--- src/inc/lcmc_pkg.sv ---
// Package for the link compliance and margin control block.
// Assumes a single core clock domain and a plain strobed register port.
package lcmc_pkg;

  localparam int unsigned LCMC_ADDR_W = 12;
  localparam int unsigned LCMC_DATA_W = 16;

  localparam logic [11:0] LCMC_LINK_CONTROL_TWO_OFS = 12'h070;
  localparam logic [11:0] LCMC_MARGIN_STATUS_OFS = 12'h0f0;

  localparam int unsigned LCMC_MARGIN_LSB = 7;
  localparam int unsigned LCMC_MARGIN_MSB = 9;
  localparam int unsigned LCMC_MOD_COMP_BIT = 10;
  localparam int unsigned LCMC_SKIP_EN_BIT = 11;
  localparam int unsigned LCMC_COMP_DEEMPH_BIT = 12;

  localparam int unsigned LCMC_ST_MARGIN_LSB = 0;
  localparam int unsigned LCMC_ST_MARGIN_MSB = 2;
  localparam int unsigned LCMC_ST_USE_LANE_BIT = 3;
  localparam int unsigned LCMC_ST_MOD_PAT_BIT = 4;
  localparam int unsigned LCMC_ST_COMP_BIT = 5;
  localparam int unsigned LCMC_ST_DEEMPH_BIT = 6;
  localparam int unsigned LCMC_ST_PENDING_BIT = 7;

  localparam logic [2:0] LCMC_MARGIN_NORMAL = 3'h0;
  localparam logic [2:0] LCMC_MARGIN_MAX_LEGAL = 3'h5;
  localparam logic [2:0] LCMC_MARGIN_RESET = 3'h0;
  localparam logic LCMC_BIT_RESET = 1'h0;
  localparam logic [15:0] LCMC_RDATA_RESET = 16'h0000;

  localparam int unsigned LCMC_SKIP_INTERVAL_CYC = 1024;
  localparam int unsigned LCMC_LANES = 4;
  localparam int unsigned LCMC_LVL_W = 4;

  typedef struct packed {
    logic enter_poll_cfg;
    logic rcvr_lock;
    logic enter_poll_comp;
    logic exit_poll_comp;
    logic comp_via_force;
  } lcmc_ltssm_evt_t;

  typedef struct packed {
    logic [2:0] margin;
    logic use_lane_level;
    logic modified_pattern;
    logic comp_active;
    logic deemph_35;
  } lcmc_tx_ctl_t;

  typedef enum logic [1:0] {
    LCMC_CMP_IDLE,
    LCMC_CMP_NORMAL,
    LCMC_CMP_MODIFIED
  } lcmc_cmp_state_t;

endpackage

--- src/rtl/lcmc_skip_timer.sv ---
// Periodic skip ordered set request timer for the compliance patterns.
// Assumes run_i comes from logic on the same clock.
`timescale 1ns/1ps
module lcmc_skip_timer import lcmc_pkg::*; #(
  parameter int unsigned INTERVAL = LCMC_SKIP_INTERVAL_CYC
) (
  input wire logic core_clk_i,
  input wire logic rst_n_i,
  input wire logic run_i,
  output logic skip_req_o
);

  localparam int unsigned CNT_W = $clog2(INTERVAL + 1);
  localparam logic [CNT_W-1:0] LAST = CNT_W'(INTERVAL - 1);

  logic [CNT_W-1:0] cnt;

  generate
    if (INTERVAL < 2) begin : g_bad
      $error("Skip interval must be at least two cycles.");
    end
  endgenerate

  always_ff @(posedge core_clk_i) begin
    if (!rst_n_i || !run_i) begin
      cnt <= '0;
    end else if (cnt == LAST) begin
      cnt <= '0;
    end else begin
      cnt <= cnt + CNT_W'(1);
    end
  end

  always_ff @(posedge core_clk_i) begin
    if (!rst_n_i) begin
      skip_req_o <= 1'b0;
    end else begin
      skip_req_o <= run_i && (cnt == LAST);
    end
  end

endmodule

--- src/rtl/lcmc_lane_level.sv ---
// Per-lane transmitter drive level selection.
// Assumes lane level inputs come from lane registers on the same clock.
`timescale 1ns/1ps
module lcmc_lane_level import lcmc_pkg::*; #(
  parameter int unsigned LANES = LCMC_LANES,
  parameter int unsigned LVL_W = LCMC_LVL_W
) (
  input wire logic core_clk_i,
  input wire logic rst_n_i,
  input wire logic use_lane_i,
  input wire logic low_swing_i,
  input wire logic [LANES-1:0][LVL_W-1:0] lane_tx_level_ctl0_i,
  input wire logic [LANES-1:0][LVL_W-1:0] lane_tx_level_ctl1_i,
  output logic [LANES-1:0][LVL_W-1:0] lane_level_o
);

  generate
    if (LANES < 1 || LVL_W < 1) begin : g_bad
      $error("Lane count and level width must be at least one.");
    end
    for (genvar l = 0; l < LANES; l++) begin : g_lane
      always_ff @(posedge core_clk_i) begin
        if (!rst_n_i) begin
          lane_level_o[l] <= '0;
        end else if (!use_lane_i) begin
          lane_level_o[l] <= '0;
        end else if (low_swing_i) begin
          lane_level_o[l] <= lane_tx_level_ctl1_i[l];
        end else begin
          lane_level_o[l] <= lane_tx_level_ctl0_i[l];
        end
      end
    end
  endgenerate

endmodule

--- src/rtl/lcmc_top.sv ---
// Upper field group of the second link control register and its effects on the transmitter.
// Assumes LTSSM events and lane registers share core_clk_i; rst_n_i is the fundamental reset.
//
// Local design decisions: the address map and the plain strobed port.
`timescale 1ns/1ps
// Notes on behaviour
// [RQ1] Three-bit margin field; six and seven reserved.
// [RQ2] Margin field clears on polling configuration entry.
// [RQ3] Normal margin uses per-lane level registers.
// [RQ4] New margin applies after recovery receiver lock.
// [RQ5] Software retrains link after changing margin.
// [RQ6] Software touches these only during compliance testing.
// [RQ7] Modified pattern sent when bit set.
// [RQ8] Skip sets inserted periodically during compliance.
// [RQ9] De-emphasis bit applies in forced compliance.
// [RQ10] Software forces compliance via both ends, reset.
// [RQ11] Upper bits zero; fields sticky across warm resets.
module lcmc_top import lcmc_pkg::*; #(
  parameter int unsigned LANES = LCMC_LANES,
  parameter int unsigned LVL_W = LCMC_LVL_W,
  parameter int unsigned SKIP_INTERVAL = LCMC_SKIP_INTERVAL_CYC
) (
  input wire logic core_clk_i,
  input wire logic rst_n_i,
  input wire logic hot_reset_i,
  input wire logic [LCMC_ADDR_W-1:0] reg_addr_i,
  input wire logic [LCMC_DATA_W-1:0] reg_wdata_i,
  input wire logic reg_wr_i,
  input wire logic reg_rd_i,
  output logic [LCMC_DATA_W-1:0] reg_rdata_o,
  input wire lcmc_ltssm_evt_t ltssm_evt_i,
  input wire logic sel_deemph_35_i,
  input wire logic low_swing_i,
  input wire logic [LANES-1:0][LVL_W-1:0] lane_tx_level_ctl0_i,
  input wire logic [LANES-1:0][LVL_W-1:0] lane_tx_level_ctl1_i,
  output lcmc_tx_ctl_t tx_ctl_o,
  output logic [LANES-1:0][LVL_W-1:0] lane_level_o,
  output logic skip_req_o
);

  logic [2:0] transmit_margin_sel;
  logic modified_compliance_en;
  logic compliance_skip_en;
  logic compliance_deemph_sel;
  logic [2:0] margin_applied;
  logic margin_pending;
  lcmc_cmp_state_t cmp_state;
  lcmc_cmp_state_t next_cmp_state;
  logic deemph_35;
  logic wr_ctl2;
  logic margin_write_ok;
  logic [2:0] wr_margin;
  logic comp_run;
  logic [LCMC_DATA_W-1:0] ctl2_view;
  logic [LCMC_DATA_W-1:0] status_view;

  generate
    if (LANES < 1 || LVL_W < 1) begin : g_bad
      $error("Lane count and level width must be at least one.");
    end
  endgenerate

  // Register write decode.
  assign wr_ctl2 = reg_wr_i && (reg_addr_i == LCMC_LINK_CONTROL_TWO_OFS);
  assign wr_margin = reg_wdata_i[LCMC_MARGIN_MSB:LCMC_MARGIN_LSB];
  assign margin_write_ok = wr_margin <= LCMC_MARGIN_MAX_LEGAL; // RQ1

  // Margin field; hot reset leaves it alone, the fundamental reset and polling configuration entry clear it.
  always_ff @(posedge core_clk_i) begin
    if (!rst_n_i) begin
      transmit_margin_sel <= LCMC_MARGIN_RESET; // RQ11
    end else if (ltssm_evt_i.enter_poll_cfg) begin
      transmit_margin_sel <= LCMC_MARGIN_NORMAL; // RQ2
    end else if (wr_ctl2 && margin_write_ok) begin
      transmit_margin_sel <= wr_margin; // RQ1
    end
  end

  // Compliance control bits, sticky across hot reset.
  always_ff @(posedge core_clk_i) begin
    if (!rst_n_i) begin
      modified_compliance_en <= LCMC_BIT_RESET; // RQ11
      compliance_skip_en <= LCMC_BIT_RESET;
      compliance_deemph_sel <= LCMC_BIT_RESET;
    end else if (wr_ctl2) begin
      modified_compliance_en <= reg_wdata_i[LCMC_MOD_COMP_BIT];
      compliance_skip_en <= reg_wdata_i[LCMC_SKIP_EN_BIT];
      compliance_deemph_sel <= reg_wdata_i[LCMC_COMP_DEEMPH_BIT];
    end
  end

  // Applied margin follows the field only on receiver lock in recovery.
  always_ff @(posedge core_clk_i) begin
    if (!rst_n_i) begin
      margin_applied <= LCMC_MARGIN_RESET;
    end else if (ltssm_evt_i.rcvr_lock) begin
      margin_applied <= transmit_margin_sel; // RQ4
    end
  end

  // Pending flag shows a margin waiting for the next receiver lock.
  always_ff @(posedge core_clk_i) begin
    if (!rst_n_i) begin
      margin_pending <= 1'b0;
    end else if (ltssm_evt_i.rcvr_lock) begin
      margin_pending <= 1'b0; // RQ4
    end else begin
      margin_pending <= (transmit_margin_sel != margin_applied);
    end
  end

  // Compliance pattern state machine.
  always_comb begin
    next_cmp_state = cmp_state;
    case (cmp_state)
      LCMC_CMP_IDLE: begin
        if (ltssm_evt_i.enter_poll_comp) begin
          if (modified_compliance_en) begin
            next_cmp_state = LCMC_CMP_MODIFIED; // RQ7
          end else begin
            next_cmp_state = LCMC_CMP_NORMAL;
          end
        end
      end
      LCMC_CMP_NORMAL: begin
        if (ltssm_evt_i.exit_poll_comp) begin
          next_cmp_state = LCMC_CMP_IDLE;
        end
      end
      LCMC_CMP_MODIFIED: begin
        if (ltssm_evt_i.exit_poll_comp) begin
          next_cmp_state = LCMC_CMP_IDLE;
        end
      end
      default: begin
        next_cmp_state = LCMC_CMP_IDLE;
      end
    endcase
  end

  always_ff @(posedge core_clk_i) begin
    if (!rst_n_i || hot_reset_i) begin
      cmp_state <= LCMC_CMP_IDLE;
    end else begin
      cmp_state <= next_cmp_state;
    end
  end

  // De-emphasis choice is latched on compliance entry.
  always_ff @(posedge core_clk_i) begin
    if (!rst_n_i) begin
      deemph_35 <= 1'b0;
    end else if (cmp_state == LCMC_CMP_IDLE && ltssm_evt_i.enter_poll_comp) begin
      if (ltssm_evt_i.comp_via_force) begin
        deemph_35 <= compliance_deemph_sel; // RQ9
      end else begin
        deemph_35 <= sel_deemph_35_i;
      end
    end else if (cmp_state == LCMC_CMP_IDLE) begin
      deemph_35 <= sel_deemph_35_i;
    end
  end

  // Transmitter control outputs.
  always_ff @(posedge core_clk_i) begin
    if (!rst_n_i) begin
      tx_ctl_o <= '0;
    end else begin
      tx_ctl_o.margin <= margin_applied; // RQ4
      tx_ctl_o.use_lane_level <= (margin_applied == LCMC_MARGIN_NORMAL); // RQ3
      tx_ctl_o.modified_pattern <= (cmp_state == LCMC_CMP_MODIFIED); // RQ7
      tx_ctl_o.comp_active <= (cmp_state != LCMC_CMP_IDLE);
      tx_ctl_o.deemph_35 <= deemph_35; // RQ9
    end
  end

  // Per-lane drive levels when the margin is in the normal range.
  lcmc_lane_level #(
    .LANES(LANES),
    .LVL_W(LVL_W)
  ) u_lane_level (
    .core_clk_i(core_clk_i),
    .rst_n_i(rst_n_i),
    .use_lane_i(margin_applied == LCMC_MARGIN_NORMAL), // RQ3
    .low_swing_i(low_swing_i),
    .lane_tx_level_ctl0_i(lane_tx_level_ctl0_i),
    .lane_tx_level_ctl1_i(lane_tx_level_ctl1_i),
    .lane_level_o(lane_level_o)
  );

  // Skip ordered sets run only while a compliance pattern is sent.
  assign comp_run = compliance_skip_en && (cmp_state != LCMC_CMP_IDLE); // RQ8

  lcmc_skip_timer #(
    .INTERVAL(SKIP_INTERVAL)
  ) u_skip_timer (
    .core_clk_i(core_clk_i),
    .rst_n_i(rst_n_i),
    .run_i(comp_run),
    .skip_req_o(skip_req_o)
  );

  // Read views; bits outside the fields read as zero.
  always_comb begin
    ctl2_view = '0; // RQ11
    ctl2_view[LCMC_MARGIN_MSB:LCMC_MARGIN_LSB] = transmit_margin_sel;
    ctl2_view[LCMC_MOD_COMP_BIT] = modified_compliance_en;
    ctl2_view[LCMC_SKIP_EN_BIT] = compliance_skip_en;
    ctl2_view[LCMC_COMP_DEEMPH_BIT] = compliance_deemph_sel;
  end

  always_comb begin
    status_view = '0;
    status_view[LCMC_ST_MARGIN_MSB:LCMC_ST_MARGIN_LSB] = margin_applied;
    status_view[LCMC_ST_USE_LANE_BIT] = (margin_applied == LCMC_MARGIN_NORMAL);
    status_view[LCMC_ST_MOD_PAT_BIT] = (cmp_state == LCMC_CMP_MODIFIED);
    status_view[LCMC_ST_COMP_BIT] = (cmp_state != LCMC_CMP_IDLE);
    status_view[LCMC_ST_DEEMPH_BIT] = deemph_35;
    status_view[LCMC_ST_PENDING_BIT] = margin_pending;
  end

  // Read data stand only in the cycle after the read strobe.
  always_ff @(posedge core_clk_i) begin
    if (!rst_n_i) begin
      reg_rdata_o <= LCMC_RDATA_RESET;
    end else if (reg_rd_i && reg_addr_i == LCMC_LINK_CONTROL_TWO_OFS) begin
      reg_rdata_o <= ctl2_view;
    end else if (reg_rd_i && reg_addr_i == LCMC_MARGIN_STATUS_OFS) begin
      reg_rdata_o <= status_view;
    end else begin
      reg_rdata_o <= LCMC_RDATA_RESET;
    end
  end

endmodule

--- config.mk ---
export PLATFORM = sky130hd
export DESIGN_NAME = lcmc_top
export DESIGN_NICKNAME = d
export VERILOG_FILES = /design/src/inc/lcmc_pkg.sv /design/src/rtl/lcmc_skip_timer.sv /design/src/rtl/lcmc_lane_level.sv /design/src/rtl/lcmc_top.sv
export SDC_FILE = /design/constraint.sdc
export NUM_CORES = 1
export LEC_CHECK = 0
export BUFFER_PORTS_ARGS = -buffer_cell sky130_fd_sc_hd__buf_2
export CAP_MARGIN = 15
export CORE_ASPECT_RATIO = 0.5
export CORE_UTILIZATION = 45
export CTS_BUF_LIST = sky130_fd_sc_hd__clkbuf_4 sky130_fd_sc_hd__clkbuf_8 sky130_fd_sc_hd__clkbuf_16
export CTS_CLUSTER_SIZE = 24
export DETAILED_ROUTE_END_ITERATION = 7
export GPL_TIMING_DRIVEN = 0
export PLACE_DENSITY_LB_ADDON = 0.12
export REMOVE_ABC_BUFFERS = 1
export SLEW_MARGIN = 10
export SYNTH_ARGS = -nofsm -noshare
export SYNTH_HDL_FRONTEND = slang
export SYNTH_HIERARCHICAL = 1
export SYNTH_SLANG_ARGS = --single-unit
--- constraint.sdc ---
create_clock -name core_clk_i -period 4 [get_ports core_clk_i]
set_clock_uncertainty 0.15 [all_clocks]
set_input_delay 0.6 -clock core_clk_i [delete_from_list [all_inputs] [get_ports core_clk_i]]
set_output_delay 0.6 -clock core_clk_i [all_outputs]
set_load 0.02 [all_outputs]
==> metrics, run 1 <==
first-pass GRT wire length 7650 µm; LEAKAGE 1.50 nW; Ys Warns 6; arrival time worst endpoint 1.90 ns; Setup Viol. Count Final 0; Cell Int Power 1.11 mW; clock sinks 61; critical path peak fanout 8; grt total ovfl 0; post-route ant nets 0; max-slew violation count 0; period utilisation layout 44.2%; worst r2r path cells 4; final worst path period need 1.77 ns; most frequent cells in the layout 98 x buf_2, 61 x dfxtp_1, 27 x nor2_1; number of DRC markers in iteration 0 14; DP HPWL 3470 µm; Crit Path Category in -> reg; CTS H-tree lvls 3; die height 53.3 µm; vias in the first global route 1822; Comb power frac 7.3%; Post-synth EDFFs 0; switching pwr 0.278 mW; Ports 112; max-capacitance violation count 0; Peak Freq 565 MHz; die area 0.00558 mm²; RR Startpoint u_skip_timer/cnt[0]; cts hold-fix bufs 0; row cnt 18; CTS root buf clkbuf_8; worst min-delay path class reg -> reg; largest cells by area after synthesis dfxtp_1 52%, mux2i_1 9.7%, and2_1 5.0%, nor2_1 4.3%, nor4_4 3.6%; worst-margin pin slew 0.557 ns; CP Launch Type input pin; Nets 399; drt drc 0; Cells after DPL 382; Cell variety after synth 44; Hold Fails Final Rpt 0; share of post-route cells with drive strength above 1 38.4%; core area 0.00500 mm²; largest net degree at the start of global routing 17; Final Util 62.8%; vias per cell 4.84; Final Wtd Congestion 0.732; CTS Buf Count 9; sequential power share 44.9%; PD cells 442 mW/mm²; Reg2Reg Setup Slack 2.24 ns; final wirelength 4610 µm; insertion delay to the later sink of the worst-skew pair 0.33 ns; CP required 4.13 ns; GRT Total Usage 18.1%; Non-Filler Instances 398; worst setup margin 2.23 ns; average routed wire per standard cell 11.6 µm; placed cell area 0.00289 mm²; Worst setup startpoint reg_addr_i[1]; top cell type's share of synthesized area 51.5%; CTS tree yes; Setup Slack @ Placement 1.87 ns; PortBufs 98; initial antenna violation count 0; starting utilization of the core area 47.4%; Die W 105 µm; post-synthesis register bit count 61; TritonRoute pass-1 iters 4; status finished clean; Area growth, synth to finish 32.5%; post-CTS setup buffers 0; syn avg cell area 10.8 µm²; ys async rst share 0%; Slew HR 62.6%; commonest non-fill, non-tap cell in the layout buf_2; Clk pwr share 47.8%; Clock Tree Buf Depth 2; CTS resizes 0; RSZ-0062 raised after global routing false; Design Power 1.39 mW; worst vdd ir 0.000182 V; Cells after Synth 219; WHS 0.312 ns; sequential share of the synthesized area 51.5%; HP Start margin_pending; Clock transition at path regs 0.07 ns; Fin Setup TNS 0 ns; hold path depth 1; Net Sw Frac 20.1%; antenna cell count 0; via count 1925; area of the mapped netlist 0.00237 mm²; Critical Path Sink Type flop; Main synth FF type dfxtp_1; Post-Layout Inst Area 0.00314 mm²; Synth area leader dfxtp_1
[cell families (layout without fill, tap and decap cells)]
kind of cell | Yosys count | in the layout | share of synthesized area (%)
other | 1 | 3 | 0.158
AO/OA/AOI/OAI | 24 | 24 | 7.76
buffers and inverters | 16 | 123 | 4.06
XOR/XNOR | 6 | 6 | 2.22
flip-flops | 61 | 61 | 51.5
AND/OR/NAND/NOR | 84 | 84 | 22.5
multiplexers | 23 | 23 | 9.71
adder cells (fa/ha/maj) | 4 | 4 | 2.11
[path summary, 6_finish.rpt]
path	end
setup / recovery	reg_rdata_o[7]
hold / removal	reg_rdata_o[7]
setup reg to reg	u_skip_timer/skip_req_o
hold reg to reg	reg_rdata_o[7]
[cell usage after synthesis, drive strengths merged, types with 3 or more instances]
| master | n |
|---|---|
| o31ai | 3 |
| o21ai | 4 |
| and2 | 19 |
| nor2b | 3 |
| inv | 8 |
| xnor2 | 4 |
| mux2i | 23 |
| nor3 | 4 |
| dfxtp | 61 |
| ha | 4 |
| nor4 | 6 |
| a211oi | 4 |
| o211a | 3 |
| nor2 | 27 |
| nand2 | 7 |
| buf | 6 |
| or4 | 4 |
| nand3 | 5 |
[layout make-up]
class | count | area, µm²
Clock buffer | 12 | 153
Multi-Input combinational cell | 144 | 1060
Inverter | 9 | 33.8
Timing Repair Buffer | 98 | 490
Fill cell | 450 | 1860
Tap cell | 70 | 87.6
Clock inverter | 4 | 95.1
Sequential cell | 61 | 1220
[flip-flops by register name, summed over array words and instances (netlist names)]
name	cells
tx_ctl_o	7
u_lane_level/lane_level_o	16
u_skip_timer/cnt	11
transmit_margin_sel	3
compliance_deemph_sel	1
compliance_skip_en	1
reg_rdata_o	13
margin_pending	1
modified_compliance_en	1
u_skip_timer/skip_req_o	1
deemph_35	1
margin_applied	3
cmp_state	2
[power by group through the flow]
stage | clock network, mW | logic (mW) | registers, mW
global placement | 0 | 0.0996 | 0.637
detailed placement | 0 | 0.102 | 0.637
finish | 0.664 | 0.101 | 0.624
global route | 0.708 | 0.111 | 0.624
CTS | 0.680 | 0.103 | 0.624
floorplan | 0 | 0.0317 | 0.653
[worst max-delay path, stage by stage]
cell and delay, ns:
buf_2 0.11, or4_4 0.57, nor4_4 0.41, a22o_1 0.20
[layer usage]
layer  vias up  routed length (µm)  track usage, %
li1        953                   -               -
met5         -                   0               0
met4         0                  70            8.45
met1       894                2010            18.1
met3         9                 332            7.51
met2        69                2200            34.2
No activity file was read; power rests on OpenSTA's default activity.
==> run 2, diff against run 1 <==
- clock period: 4 -> 1.8 ns (I/O delays scaled with it)
==> metrics, run 2 (same netlist as run 1, synthesis figures left out) <==
status finished clean; die area 0.00558 mm² (unchanged); PD cells 981 mW/mm² (+120%); CP required 1.89 ns (-2.24 ns); largest net degree at the start of global routing 17 (unchanged); Slew HR 62.8% (+0.25 points); Worst setup startpoint u_skip_timer/cnt[0]; drt drc 0 (unchanged); worst min-delay path class in -> reg; arrival time worst endpoint 1.74 ns (-0.16 ns); CTS H-tree lvls 3 (unchanged); core area 0.00500 mm² (unchanged); Fin Setup TNS 0 ns (unchanged); Reg2Reg Setup Slack 0.15 ns (-2.09 ns); antenna cell count 0 (unchanged); Hold Fails Final Rpt 0 (unchanged); sink of the worst hold path compliance_deemph_sel; post-CTS setup buffers 0 (unchanged); starting utilization of the core area 47.4% (unchanged); grt total ovfl 0 (unchanged); period utilisation layout 91.9%; initial antenna violation count 0 (unchanged); first-pass GRT wire length 7650 µm (unchanged); HP Start reg_wdata_i[12]; Nets 399 (unchanged); Clock Tree Buf Depth 2 (unchanged); Crit Path Category reg -> reg; worst-margin pin slew 0.553 ns (-0.00366 ns); vias per cell 4.81 (-0.57%); Setup Slack @ Placement -0.000968 ns (-1.87 ns); Setup Viol. Count Final 0 (unchanged); placed cell area 0.00289 mm² (unchanged); Top reg by flops u_lane_level/lane_level_o; # fillers 449 (-0.22%); CTS tree yes; via count 1914 (-0.57%); Final Wtd Congestion 0.732 (unchanged); worst setup margin 0.145 ns (-2.09 ns); LEAKAGE 1.50 nW (about the same); number of DRC markers in iteration 0 13 (-1); Critical Path Sink Type flop; share of post-route cells with drive strength above 1 38.7% (+0.30 points); Cells after DPL 382 (unchanged); Area growth, synth to finish 32.6% (about the same); Clock transition at path regs 0.06 ns (about the same); Non-Filler Instances 398 (unchanged); CTS Buf Count 9 (unchanged); max-slew violation count 0 (unchanged); max-capacitance violation count 0 (unchanged); final wirelength 4610 µm (about the same); TritonRoute pass-1 iters 4 (unchanged); RR Startpoint u_skip_timer/cnt[0]; PortBufs 98 (unchanged); CTS root buf clkbuf_8; worst r2r path cells 4 (unchanged); Ports 112 (unchanged); Post-Layout Inst Area 0.00314 mm² (about the same); vias in the first global route 1822 (unchanged); top flop regs u_lane_level/lane_level_o: 16 flops, reg_rdata_o: 13 flops, u_skip_timer/cnt: 11 flops; Peak Freq 604 MHz; critical path peak fanout 6 (-2); GRT Total Usage 18.1% (unchanged); clock sinks 61 (unchanged); insertion delay to the later sink of the worst-skew pair 0.33 ns (about the same); worst vdd ir 0.000405 V (+120%); CP max stage cell or3_2; final worst path period need 1.65 ns; die height 53.3 µm (unchanged); row cnt 18 (unchanged); Largest stage delay, worst path 0.47 ns (-0.10 ns); CP Launch Type flop; most frequent cells in the layout 98 x buf_2, 61 x dfxtp_1, 27 x nor2_1; FF-to-FF End u_skip_timer/cnt[6]; crit-path cells ha_1 > nand2_2 > or3_2 > a211oi_1; post-route ant nets 0 (unchanged); Die W 105 µm (unchanged); max reg flops 16 (unchanged); DP HPWL 3470 µm (unchanged); average routed wire per standard cell 11.6 µm (about the same); RSZ-0062 raised after global routing false; Design Power 3.09 mW (+120%); hold path depth 3 (+2); commonest non-fill, non-tap cell in the layout buf_2
run 2: cell counts in the layout (fill, tap and decap cells not counted):
Identical to the previous run, type by type.
run 2: final cells by class:
type                       count  area (µm²)  area share (%)
timing repair buffer          98         490            15.6
clock inverter                 4        95.1            3.02
sequential                    61        1220            38.8
tap                           70        87.6            2.79
multi-input combinational    144        1060            33.8
inverter                       9        33.8            1.07
clock buffer                  12         153            4.85
run 2: timing repair:
item,CTS,global route
setup endpoints to repair,0,7
gates resized for setup,0,1
hold buffers,0,0
run 2: critical path, delay by kind of cell (launching register included):
kind / cells / cell delay [ns]
simple gates: 2 / 0.60
flops: 1 / 0.35
compound gates: 1 / 0.24
fa+ha+maj: 1 / 0.23
run 2: how the worst max path moves through the flow:
stage          depth (start not counted)                 endpoint  slack [ns]
6_report                               4      u_skip_timer/cnt[6]        0.15
4_1_cts                                4  u_skip_timer/skip_req_o        0.04
2_1_floorplan                          4      u_skip_timer/cnt[6]        0.23
5_1_grt                                5      u_skip_timer/cnt[6]       0.002
3_5_place_dp                           4           reg_rdata_o[7]      -0.001
3_3_place_gp                           4           reg_rdata_o[7]       0.004
run 2: per-layer routing:
metal / track usage [%] / share of wire (%) / vias to the layer above / wire (µm)
met4: 8.45 / 1.5 / 0 / 70
met2: 34.2 / 48 / 69 / 2200
met1: 18.1 / 44 / 885 / 2010
li1: - / - / 951 / -
met5: 0 / 0 / - / 0
met3: 7.51 / 7.2 / 9 / 332
run 2: power breakdown:
part | internal (mW) | switching (mW)
registers | 1.38 | 0.00677
clock network | 0.987 | 0.489
logic | 0.101 | 0.123
run 2: metrics by stage:
| stage | utilization [%] | hold slack, ns |
|---|---|---|
| after floorplan | - | 0.192 |
| after global placement | 57.9 | 0.290 |
| after CTS | 62.8 | 0.00643 |
| final | 62.9 | 0.0179 |
| after global routing | 62.9 | 0.0173 |
| after detailed placement | 57.9 | 0.291 |
==> run 3, diff against run 2 <==
- CORE_UTILIZATION: 45 -> 43
- CTS_BUF_LIST: sky130_fd_sc_hd__clkbuf_4 sky130_fd_sc_hd__clkbuf_8 sky130_fd_sc_hd__clkbuf_16 -> sky130_fd_sc_hd__clkbuf_8
- clock period: 1.8 -> 1.4 ns (I/O delays scaled with it)
==> metrics, run 3 (same netlist as run 1, synthesis figures left out) <==
status finished with violations; failing checks setup timing; row cnt 18 (unchanged); Peak Freq 663 MHz (+9.8%); core area 0.00511 mm² (+2.3%); vias in the first global route 2210 (+21%); Clock Tree Buf Depth 2 (unchanged); Area growth, synth to finish 62.6%; PD cells 1020 mW/mm² (+3.6%); via count 2239 (+17%); PortBufs 98 (unchanged); share of post-route cells with drive strength above 1 45.3% (+6.6 points); largest net degree at the start of global routing 17 (unchanged); CTS root buf clkbuf_8; Critical Path Sink Type flop; CTS Buf Count 9 (unchanged); Clock transition at path regs 0.07 ns (about the same); CTS tree yes; die area 0.00583 mm² (+4.5%); Nets 464 (+16%); critical path peak fanout 6 (unchanged); CP required 1.52 ns (-0.37 ns); Top reg by flops u_lane_level/lane_level_o; LEAKAGE 1.81 nW (+21%); met3 Usage GRT 10.1% (+2.6 points); GRT Total Usage 24.2% (+6.1 points); final wirelength 6710 µm (+46%); Comb power frac 10.2% (+2.9 points); Post-Layout Inst Area 0.00385 mm² (+23%); starting utilization of the core area 46.4% (-1.0 points); drt drc 0 (unchanged); max reg flops 16 (unchanged); arrival time worst endpoint 1.62 ns (-0.12 ns); Cell Int Power 3.05 mW (+24%); CP Launch Type flop; max-slew violation count 0 (unchanged); Setup Slack @ Placement -0.358 ns (-0.358 ns); Sequential cell area 0.00125 mm² (+2.6%); worst setup margin -0.108 ns (-0.253 ns); HP Start reg_wdata_i[8]; die height 54.5 µm (+2.2%); hold path depth 3 (unchanged); initial antenna violation count 0 (unchanged); top flop regs u_lane_level/lane_level_o: 16 flops, reg_rdata_o: 13 flops, u_skip_timer/cnt: 11 flops; worst r2r path cells 5 (+1); Net Sw Frac 22.0% (+2.0 points); DP HPWL 3500 µm (+1.0%); final worst path period need 1.51 ns (-0.147 ns); Die W 107 µm (+2.3%); number of DRC markers in iteration 0 62 (+49); Fin Setup TNS -0.609 ns (-0.609 ns); insertion delay to the later sink of the worst-skew pair 0.33 ns (about the same); Final Util 75.4% (+13 points); max-capacitance violation count 0 (unchanged); Final Wtd Congestion 0.733 (about the same); WHS 0.0337 ns (+0.0158 ns); Multi-input gate area 0.00117 mm² (+10%); met2 usage 44.9% (+11 points); commonest non-fill, non-tap cell in the layout buf_2; worst vdd ir 0.000561 V (+38%); Reg2Reg Setup Slack -0.11 ns (-0.25 ns); Crit Path Category reg -> reg; RSZ-0062 raised after global routing true; TritonRoute pass-1 iters 4 (unchanged); antenna cell count 0 (unchanged); period utilisation layout 108% (+16 points); Clk pwr share 44.7% (-3.1 points); switching pwr 0.864 mW (+40%); average routed wire per standard cell 14.5 µm (+25%); first-pass GRT wire length 10100 µm (+32%); sink of the worst hold path transmit_margin_sel[2]; clock sinks 61 (unchanged); Ports 112 (unchanged); met1 global-route usage 24.8% (+6.7 points); post-route ant nets 0 (unchanged); worst min-delay path class in -> reg; Most Crowded Layer GR met2; grt total ovfl 0 (unchanged); Setup Viol. Count Final 10 (+10); Worst setup startpoint u_skip_timer/cnt[4]; sequential power share 45.2% (+0.3 points); CTS H-tree lvls 3 (unchanged); vias per cell 4.84 (+0.56%); placed cell area 0.00289 mm² (unchanged); most frequent cells in the layout 97 x buf_2, 50 x dfxtp_1, 40 x dlygate4sd3_1; RR Startpoint u_skip_timer/cnt[4]; FF-to-FF End u_skip_timer/skip_req_o; Hold Fails Final Rpt 0 (unchanged); # fillers 346 (-23%)
==> run 3: timing repair <==
action                                  CTS  global route
endpoints found under the setup margin   30            36
setup buffers                            19             6
endpoints found under the hold margin    24             0
cloned                                    1             0
hold buffers                             40             0
pin swaps                                14             8
resized for setup                        37             8
==> run 3: power groups by stage <==
stage               combinational (mW)  sequential (mW)  clock (mW)
floorplan                       0.0907             1.87           0
global route                     0.428             1.77        1.88
finish                           0.399             1.77        1.75
CTS                              0.385             1.77        1.77
global placement                 0.285             1.82           0
detailed placement               0.292             1.82           0
==> run 3: routing by layer <==
metal  share of wire [%]  wire [µm]  up-vias
met5                   0          0        -
met3                 6.1        412       22
met2                  50       3390       97
met1                  41       2730     1025
met4                 2.7        182        0
li1                    -          -     1095
==> run 3: worst max path at each step <==
stage	end	slack, ns	cells after the start
after floorplan	u_skip_timer/cnt[6]	-0.17	4
after global placement	reg_rdata_o[7]	-0.33	4
after detailed placement	u_skip_timer/cnt[1]	-0.36	4
after CTS	u_skip_timer/cnt[7]	-0.02	3
after global routing	u_skip_timer/skip_req_o	-0.13	5
final	u_skip_timer/skip_req_o	-0.11	5
==> run 3: through the flow <==
stage,power [mW],std cells
final,3.92,463
after global routing,4.08,463
after CTS,3.93,458
after detailed placement,2.11,382
after global placement,2.10,382
after floorplan,1.96,214
==> run 3: critical path, stage by stage, from the launching register on <==
cell,delay (ns)
dfxtp_4,0.36
nand3_4,0.10
buf_6,0.15
nor4_4,0.34
buf_4,0.21
nor2b_1,0.14
==> run 3: layout make-up <==
cell class	count	area share, %
clock buffers	11	3.93
clock inverters	5	1.91
inverters	9	0.876
multi-input cells	145	30.5
flip-flops and latches	61	32.5
well taps	70	2.27
repair buffers	162	28.0
